===== config.mk =====
export PLATFORM = sky130hd
export DESIGN_NAME = cog_top
export DESIGN_NICKNAME = d
export VERILOG_FILES = /design/src/rtl/cog_pkg.sv /design/src/rtl/cog_cfg_if.sv /design/src/rtl/cog_cfg_store.sv /design/src/rtl/cog_out_gate.sv /design/src/rtl/cog_top.sv
export SDC_FILE = /design/constraint.sdc
export NUM_CORES = 1
export LEC_CHECK = 0
export ABC_AREA = 1
export BUFFER_PORTS_ARGS = -buffer_cell sky130_fd_sc_hd__buf_2
export CAP_MARGIN = 20
export CORE_MARGIN = 1.5
export CORE_UTILIZATION = 55
export CTS_CLUSTER_DIAMETER = 60
export CTS_CLUSTER_SIZE = 10
export DETAILED_ROUTE_END_ITERATION = 8
export PLACE_DENSITY = 0.77
export SLEW_MARGIN = 10
export SYNTH_ARGS = -nofsm -noshare
export SYNTH_HDL_FRONTEND = slang
export SYNTH_SLANG_ARGS = --single-unit

===== constraint.sdc =====
create_clock -name i_clock -period 3.7 [get_ports i_clock]
set_input_delay 0.185 -clock i_clock [delete_from_list [all_inputs] [get_ports i_clock]]
set_output_delay 0.185 -clock i_clock [all_outputs]
set_load 0.02 [all_outputs]

===== src/rtl/cog_pkg.sv =====
// Constants and types for the clock output gating control block.
// Assumes a single 40 MHz system clock; all other rates come as enables.
`default_nettype none
package cog_pkg;
    localparam int NUM_OUT     = 3;
    localparam int DIV_W       = 16;
    localparam int DEV_W       = 5;
    localparam int RATE_W      = 8;
    localparam int SETTLE_NS   = 1000;
    localparam int CLK_NS      = 25;
    localparam int SETTLE_CYC  = (SETTLE_NS + CLK_NS - 1) / CLK_NS;
    localparam int CNT_W       = 16;
    localparam logic [1:0] IDX_A = 2'h0;
    localparam logic [1:0] IDX_B = 2'h1;
    localparam logic [1:0] IDX_C = 2'h2;
    typedef enum logic [1:0] {
        COG_OFF    = 2'b00,
        COG_LOCK   = 2'b01,
        COG_SETTLE = 2'b11,
        COG_RUN    = 2'b10
    } cog_state_e;
    typedef enum logic {
        COG_SPREAD_CENTER = 1'b0,
        COG_SPREAD_DOWN   = 1'b1
    } cog_spread_e;
    typedef struct packed {
        logic                          input_is_xtal;
        logic                          diff_mode;
        logic        [NUM_OUT-1:0]     bypass;
        logic        [NUM_OUT-1:0]     invert;
        logic        [DIV_W-1:0]       divide;
        logic                          spread_on;
        cog_spread_e                   spread_type;
        logic        [DEV_W-1:0]       spread_dev;
        logic        [RATE_W-1:0]      spread_rate;
    } cog_cfg_s;
endpackage : cog_pkg
`default_nettype wire


===== src/rtl/cog_cfg_if.sv =====
// Interface carrying the applied configuration from store to output logic.
// Assumes both ends run on the same system clock.
`default_nettype none
interface cog_cfg_if;
    import cog_pkg::*;
    cog_cfg_s cfg;
    logic     locked_cfg;
    modport store (output cfg, output locked_cfg);
    modport user  (input cfg, input locked_cfg);
endinterface : cog_cfg_if
`default_nettype wire


===== src/rtl/cog_cfg_store.sv =====
// One-time programmable configuration store.
// Assumes host writes arrive as one-cycle strobes from the serial front end.
`default_nettype none
module cog_cfg_store
    import cog_pkg::*;
(
    input  wire logic     i_clock,
    input  wire logic     i_rst_n,
    input  wire logic     i_wr,
    input  wire cog_cfg_s i_wr_cfg,
    input  wire logic     i_burn,
    cog_cfg_if.store      cfg_if
);
    import cog_pkg::*;
    logic burned_q;
    cog_cfg_s cfg_q;

    // Volatile image follows writes until burned; after that only reset changes it, clearing it to zero
    always_ff @(posedge i_clock)
    begin
        if (!i_rst_n)
        begin
            cfg_q <= '0;
        end
        else if (i_wr && !burned_q)
        begin
            cfg_q <= i_wr_cfg;
        end
    end

    // Fuse flag survives reset; models a blown fuse that cannot be undone
    always_ff @(posedge i_clock)
    begin
        if (i_burn)
        begin
            burned_q <= 1'b1;
        end
        else if (burned_q !== 1'b1)
        begin
            burned_q <= 1'b0;
        end
    end

    assign cfg_if.cfg        = cfg_q;
    assign cfg_if.locked_cfg = burned_q;
endmodule : cog_cfg_store
`default_nettype wire


===== src/rtl/cog_out_gate.sv =====
// One clock output lane: source pick, inversion and glitch-free gating.
// Assumes the enable is already synchronised to the system clock.
`default_nettype none
module cog_out_gate (
    input  wire logic i_clock,
    input  wire logic i_rst_n,
    input  wire logic i_pll_clk,
    input  wire logic i_ref_clk,
    input  wire logic i_bypass,
    input  wire logic i_invert,
    input  wire logic i_allow,
    output var  logic o_clk
);
    logic run_q;
    logic src;
    assign src = (i_bypass ? i_ref_clk : i_pll_clk) ^ i_invert;

    // Enable only moves while the source is low, so no pulse is cut short
    always_ff @(posedge i_clock)
    begin
        if (!i_rst_n)
        begin
            run_q <= 1'b0;
        end
        else if (!src)
        begin
            run_q <= i_allow;
        end
    end

    // Registered output; rests low while gated
    always_ff @(posedge i_clock)
    begin
        if (!i_rst_n)
        begin
            o_clk <= 1'b0;
        end
        else
        begin
            o_clk <= run_q & src;
        end
    end
endmodule : cog_out_gate
`default_nettype wire


===== src/rtl/cog_top.sv =====
// Top of the clock output gating control: power-down, lock wait, enables,
// divider, spread modulation and the three output lanes.
// Assumes pins arrive asynchronously and are synchronised here.
`default_nettype none
module cog_top
    import cog_pkg::*;
#(
    parameter int SETTLE = SETTLE_CYC
) (
    input  wire logic               i_clock,
    input  wire logic               i_rst_n,
    input  wire logic               i_powerdown_pin_n,
    input  wire logic [NUM_OUT-1:0] i_enable_pin,
    input  wire logic               i_pll_lock,
    input  wire logic               i_ref_input,
    input  wire logic               i_xtal_osc,
    input  wire logic               i_vco_clk,
    input  wire logic               i_cfg_wr,
    input  wire cog_cfg_s           i_cfg_data,
    input  wire logic               i_cfg_burn,
    output logic                    o_clock_out_a,
    output logic                    o_clock_out_b,
    output logic                    o_clock_out_c,
    output logic                    o_crystal_drive_en,
    output logic                    o_pll_enable,
    output logic [DEV_W-1:0]        o_spread_offset,
    output logic                    o_spread_down,
    output logic                    o_cfg_burned,
    output logic                    o_running
);
    import cog_pkg::*;

    ////////////////////////////////////////////////////////////////////////
    // Pin synchronisers
    logic [NUM_OUT+3:0] s1_q;
    logic [NUM_OUT+3:0] s2_q;
    always_ff @(posedge i_clock)
    begin
        if (!i_rst_n)
        begin
            s1_q <= '0;
            s2_q <= '0;
        end
        else
        begin
            s1_q <= {i_xtal_osc, i_ref_input, i_pll_lock, i_powerdown_pin_n, i_enable_pin};
            s2_q <= s1_q;
        end
    end
    logic [NUM_OUT-1:0] en_s;
    logic pd_n_s, lock_s, ref_s, xtal_s;
    assign en_s   = s2_q[NUM_OUT-1:0];
    assign pd_n_s = s2_q[NUM_OUT];
    assign lock_s = s2_q[NUM_OUT+1];
    assign ref_s  = s2_q[NUM_OUT+2];
    assign xtal_s = s2_q[NUM_OUT+3];

    ////////////////////////////////////////////////////////////////////////
    // Configuration store
    cog_cfg_if cfg_if ();
    cog_cfg_store u_store (
        .i_clock  (i_clock),
        .i_rst_n  (i_rst_n),
        .i_wr     (i_cfg_wr),
        .i_wr_cfg (i_cfg_data),
        .i_burn   (i_cfg_burn),
        .cfg_if   (cfg_if.store)
    );
    cog_cfg_s cfg;
    assign cfg = cfg_if.cfg;

    ////////////////////////////////////////////////////////////////////////
    // Power state: off, wait for lock, settle, run
    cog_state_e st_q;
    logic [CNT_W-1:0] settle_q;
    always_ff @(posedge i_clock)
    begin
        if (!i_rst_n || !pd_n_s)
        begin
            st_q     <= COG_OFF;
            settle_q <= '0;
        end
        else
        begin
            case (st_q)
                COG_OFF:
                begin
                    st_q <= COG_LOCK;
                end
                COG_LOCK:
                begin
                    settle_q <= '0;
                    if (lock_s)
                    begin
                        st_q <= COG_SETTLE;
                    end
                end
                COG_SETTLE:
                begin
                    // Lock loss restarts the wait; frequency not yet trusted
                    if (!lock_s)
                    begin
                        st_q <= COG_LOCK;
                    end
                    else if (settle_q == CNT_W'(SETTLE - 1))
                    begin
                        st_q <= COG_RUN;
                    end
                    else
                    begin
                        settle_q <= settle_q + 1'b1;
                    end
                end
                COG_RUN:
                begin
                    if (!lock_s)
                    begin
                        st_q <= COG_LOCK;
                    end
                end
                default:
                begin
                    st_q <= COG_OFF;
                end
            endcase
        end
    end
    logic running;
    assign running = (st_q == COG_RUN);

    ////////////////////////////////////////////////////////////////////////
    // Input source and output divider
    logic in_clk;
    assign in_clk = cfg.input_is_xtal ? xtal_s : ref_s;
    logic [DIV_W-1:0] div_q;
    logic pll_q;
    logic [DIV_W-1:0] div_lim;
    // Spread lengthens or wobbles the period; bypassed lanes never see it
    assign div_lim = cfg.divide + DIV_W'(o_spread_offset);
    always_ff @(posedge i_clock)
    begin
        if (!i_rst_n || !running)
        begin
            div_q <= '0;
            pll_q <= 1'b0;
        end
        else if (div_q >= div_lim)
        begin
            div_q <= '0;
            pll_q <= ~pll_q;
        end
        else
        begin
            div_q <= div_q + 1'b1;
        end
    end

    ////////////////////////////////////////////////////////////////////////
    // Spread modulation: triangle offset stepped at the rate enable
    logic [RATE_W-1:0] rate_q;
    logic [DEV_W-1:0]  tri_q;
    logic              up_q;
    always_ff @(posedge i_clock)
    begin
        if (!i_rst_n || !cfg.spread_on)
        begin
            rate_q <= '0;
            tri_q  <= '0;
            up_q   <= 1'b1;
        end
        else if (rate_q >= cfg.spread_rate)
        begin
            rate_q <= '0;
            if (up_q && tri_q >= cfg.spread_dev)
            begin
                up_q <= 1'b0;
            end
            else if (!up_q && tri_q == '0)
            begin
                up_q <= 1'b1;
            end
            else
            begin
                tri_q <= up_q ? tri_q + 1'b1 : tri_q - 1'b1;
            end
        end
        else
        begin
            rate_q <= rate_q + 1'b1;
        end
    end
    // Down spread only stretches; center spread offset is centred by host choice of divide
    assign o_spread_offset = tri_q;
    assign o_spread_down   = cfg.spread_type == COG_SPREAD_DOWN;

    ////////////////////////////////////////////////////////////////////////
    // Output lanes
    logic [NUM_OUT-1:0] allow;
    logic [NUM_OUT-1:0] lane;
    // In differential mode both halves follow output b's enable
    assign allow[IDX_A] = running & (cfg.diff_mode ? en_s[IDX_B] : en_s[IDX_A]);
    assign allow[IDX_B] = running & en_s[IDX_B];
    assign allow[IDX_C] = running & en_s[IDX_C];
    genvar g;
    generate
        for (g = 0; g < NUM_OUT; g++)
        begin : g_lane
            cog_out_gate u_gate (
                .i_clock   (i_clock),
                .i_rst_n   (i_rst_n & pd_n_s),
                .i_pll_clk (pll_q),
                .i_ref_clk (in_clk),
                .i_bypass  (cfg.bypass[g]),
                .i_invert  (cfg.invert[g]),
                .i_allow   (allow[g]),
                .o_clk     (lane[g])
            );
        end
    endgenerate

    // Differential: a is complement of b; when gated b rests low and a rests high
    always_comb
    begin
        o_clock_out_b = pd_n_s & lane[IDX_B];
        o_clock_out_c = pd_n_s & lane[IDX_C];
        if (cfg.diff_mode)
        begin
            o_clock_out_a = pd_n_s & ~lane[IDX_B];
        end
        else
        begin
            o_clock_out_a = pd_n_s & lane[IDX_A];
        end
    end

    assign o_crystal_drive_en = pd_n_s & cfg.input_is_xtal;
    assign o_pll_enable       = pd_n_s & (st_q != COG_OFF);
    assign o_cfg_burned       = cfg_if.locked_cfg;
    // Gated by the synced pin so power-down shows at once, like the lanes
    assign o_running          = pd_n_s & running;
endmodule : cog_top
`default_nettype wire


==> flow_summary_export.csv <==
group,metric,value,unit
worst_setup_path,cp_data_required_time,4.00,ns
route,wire_per_inst,11.6,um
placed_design,placed_cells,954,
grt,met2_usage,0.398,
logic_synthesis,ys_warn_count,0,
sta,tns,0,ns
grt,grt_max_degree,56,
grt,grt_pass1_wl,20.1,mm
power_and_ir_drop,comb_power_share,0.034,
grt,grt_overflow,0,
worst_setup_path,critPathKind,"reg -> reg",
power_and_ir_drop,power_frac_clock,0.348,
placed_design,dp_hpwl,8.49,mm
grt,grt_pass1_vias,4826,
sta,finalCritPeriodShare,0.848,
logic_synthesis,synth_flop_cell,"dfxtp_1",
logic_synthesis,ys_seq_area_frac,0.390,
worst_setup_path,cp_data_arrival_time,3.44,ns
clock_network,cts_tree,"built",
route,drtIter0Drc,155,
sta,fmax,0.319,GHz
sta,maxSlewViolCount,0,
clock_network,clockBufferDepth,2,
status,status,"finished clean",
power_and_ir_drop,p_int,1.46,mW
die,io_pins,64,
grt,grt_busiest_layer,"met2",
sta,finalClockSkew,0.0106,ns
clock_network,clock_latency,0.38,ns
grt,met3_usage,0.0508,
clock_network,cts.htree.levels,3,
grt,grt_usage,0.220,
sta,setup_viol_count_final,0,
final_layout,fin_cells,977,
route,drc,0,
route,routed-via-count,4886,
die,core_area,9820,sq um
min_path,min-delay-path-class,"in -> reg",
die,die_width,104,um
power_and_ir_drop,vdd_ir_drop_max,0.000344,V
die,rows,36,
logic_synthesis,synth.distinct_cells,40,
logic_synthesis,synth-edff-count,0,
final_layout,multi_input_area,2960,sq um
logic_synthesis,synthCells,772,
final_layout,fin_nets,933,
die,start_util,0.570,
final_layout,final_layout_size_suffix_gt1_frac,0.120,
clock_network,cts_resized,0,
clock_network,cts_buffers,9,
final_layout,syn2layout_area_growth,12.1,%
grt,antenna_found_initial,0,
sta,fin_crit,3.14,ns
clock_network,cts-root-buf,"clkbuf_8",
route,first_pass_iters,5,
power_and_ir_drop,powerDensity,305,nW/um^2
logic_synthesis,ys_ff_latch,109,
worst_setup_path,startpoint_type,"flip-flop",
die,die_h,104,um
placed_design,port_buffers,62,
final_layout,nFillCells,921,
final_layout,regArea,2180,sq um
logic_synthesis,syn_avg_cell_area,7.25,sq um
clock_network,clk_pin_slew,0.10,ns
logic_synthesis,async_reset_ff_frac,0,
clock_network,cts.sinks,109,
power_and_ir_drop,power_leakage,2.72,nW
sta,hold_viol,0,
route,drt-vias-per-instance,5.00,
run,maxCapViolations,0,
route,drtAntennaViolNets,0,
worst_setup_path,critPathCaptureType,"flip-flop",
power_and_ir_drop,switching_power,0.450,mW
logic_synthesis,syn_area,5600,sq um
placed_design,finalWeightedCongestion,0.829,
grt,met1_usage,0.260,
worst_setup_path,crit_fanout,16,
final_layout,n_antenna_cell,0,
route,wl,11.3,mm
sta,rsz0062_at_grt,"false",
sta,slew_headroom,0.488,
die,dieArea,10800,sq um
sta,worst_slew_pin_slew,0.767,ns
power_and_ir_drop,power_frac_seq,0.618,
logic_synthesis,syn_nets,865,
power_and_ir_drop,swShare,0.235,
## critical path: stages (launching register included)
cell	delay (ns)
dfxtp_1	0.53
ha_1	0.25
fa_1	0.21
a21oi_1	0.08
o21ai_1	0.18
nand2_1	0.07
nand2_1	0.07
nand2_1	0.14
nor2_2	0.23
nand2_1	0.08
nand2_1	0.06
nand2_1	0.05
ha_1	0.26
nand2_1	0.08
o21bai_1	0.10
a21oi_1	0.07
nor2_1	0.17
nand3_1	0.11
buf_4	0.20
nor3_1	0.13
## synthesized netlist by cell type, drive strengths merged (5+ instances only)
library cell,instances,area [sq um]
a21oi,47,239
clkbuf,13,48.8
dfxtp,109,2180
ha,40,500
inv,102,383
nand2,152,578
nand3,37,218
nand4,12,75.1
nor2,128,498
nor3,14,75.1
o21ai,60,304
or2,5,31.3
xnor2,10,87.6
xor2,21,184
## power by group through the flow
| stage | combinational (mW) | clock (mW) | sequential (mW) |
|---|---|---|---|
| after floorplan | 0.0260 | 0 | 1.21 |
| after global placement | 0.0562 | 0 | 1.21 |
| after detailed placement | 0.0576 | 0 | 1.21 |
| after CTS | 0.0642 | 0.690 | 1.18 |
| after global routing | 0.0724 | 0.729 | 1.18 |
| final | 0.0642 | 0.667 | 1.18 |
## logic make-up after synthesis
| logic type | after synthesis | synth area share |
|---|---|---|
| and+or+nand+nor | 353 | 0.271 |
| AOI/OAI and AO/OA | 119 | 0.112 |
| buffers and inverters | 118 | 0.0816 |
| DFF | 109 | 0.390 |
| adders and majority gates | 42 | 0.0966 |
| xor gates and xnor gates | 31 | 0.0485 |
## metal layers
metal	vias to the layer above	part of all wire
li1	2607	-
met1	2187	0.46
met2	80	0.49
met3	12	0.043
met4	0	0.012
met5	-	0
## per-stage QoR
stage	power [mW]	hold slack, ns	utilization	instance area (sq um)	setup slack [ns]
final	1.91	0.0528	0.639	6270	0.563
after floorplan	1.24	0.283	-	5600	0.765
after detailed placement	1.27	0.372	0.613	6020	0.534
after CTS	1.94	0.0387	0.639	6270	0.534
after global routing	1.99	0.0581	0.639	6270	0.156
after global placement	1.27	0.366	0.613	6020	0.700
## flip-flops by register name, summed over array words and instances (netlist names)
register,count
u_store.cfg_if.locked_cfg,1
g_lane.u_gate.run_q,3
settle_q,16
st_q,2
rate_q,8
o_spread_offset,5
u_store.cfg_if.cfg,39
s2_q,7
g_lane.u_gate.o_clk,3
pll_q,1
up_q,1
div_q,16
s1_q,7
## layout make-up
class	instances	share of cell area
multi-input cells	545	0.471
flip-flops and latches	109	0.348
repair buffers	73	0.0658
inverters	102	0.0610
well taps	133	0.0265
clock buffers	10	0.0203
clock inverters	5	0.00718
## repair_timing
item	in CTS	in global routing
hold endpoints to repair	8	0
hold buffers	8	0
buffers inserted	0	0
## worst paths after layout
| path | from | end | slack [ns] | cells after the start |
|---|---|---|---|---|
| min reg2reg | s1_q[3] | s2_q[3] | 0.42 | 2 |
| min | i_cfg_data[17] | u_store.cfg_if.cfg[17] | 0.05 | 3 |
| max reg2reg | o_spread_offset[0] | div_q[2] | 0.56 | 19 |
| max | o_spread_offset[0] | div_q[2] | 0.56 | 19 |
## cells in the final DEF, fill, tap and decap left out, types with 3 or more instances in the layout
cell / instances
a21oi_1: 46
buf_2: 62
buf_4: 3
clkbuf_8: 9
dfxtp_1: 109
dlygate4sd3_1: 8
ha_1: 40
inv_1: 101
nand2_1: 149
nand2_2: 3
nand3_1: 32
nand3_2: 4
nand4_1: 12
nor2_1: 123
nor2_2: 4
nor3_1: 13
o21ai_0: 57
o22ai_1: 3
or2_2: 3
xnor2_1: 10
xor2_1: 21
(Power assumes the default switching activity.)
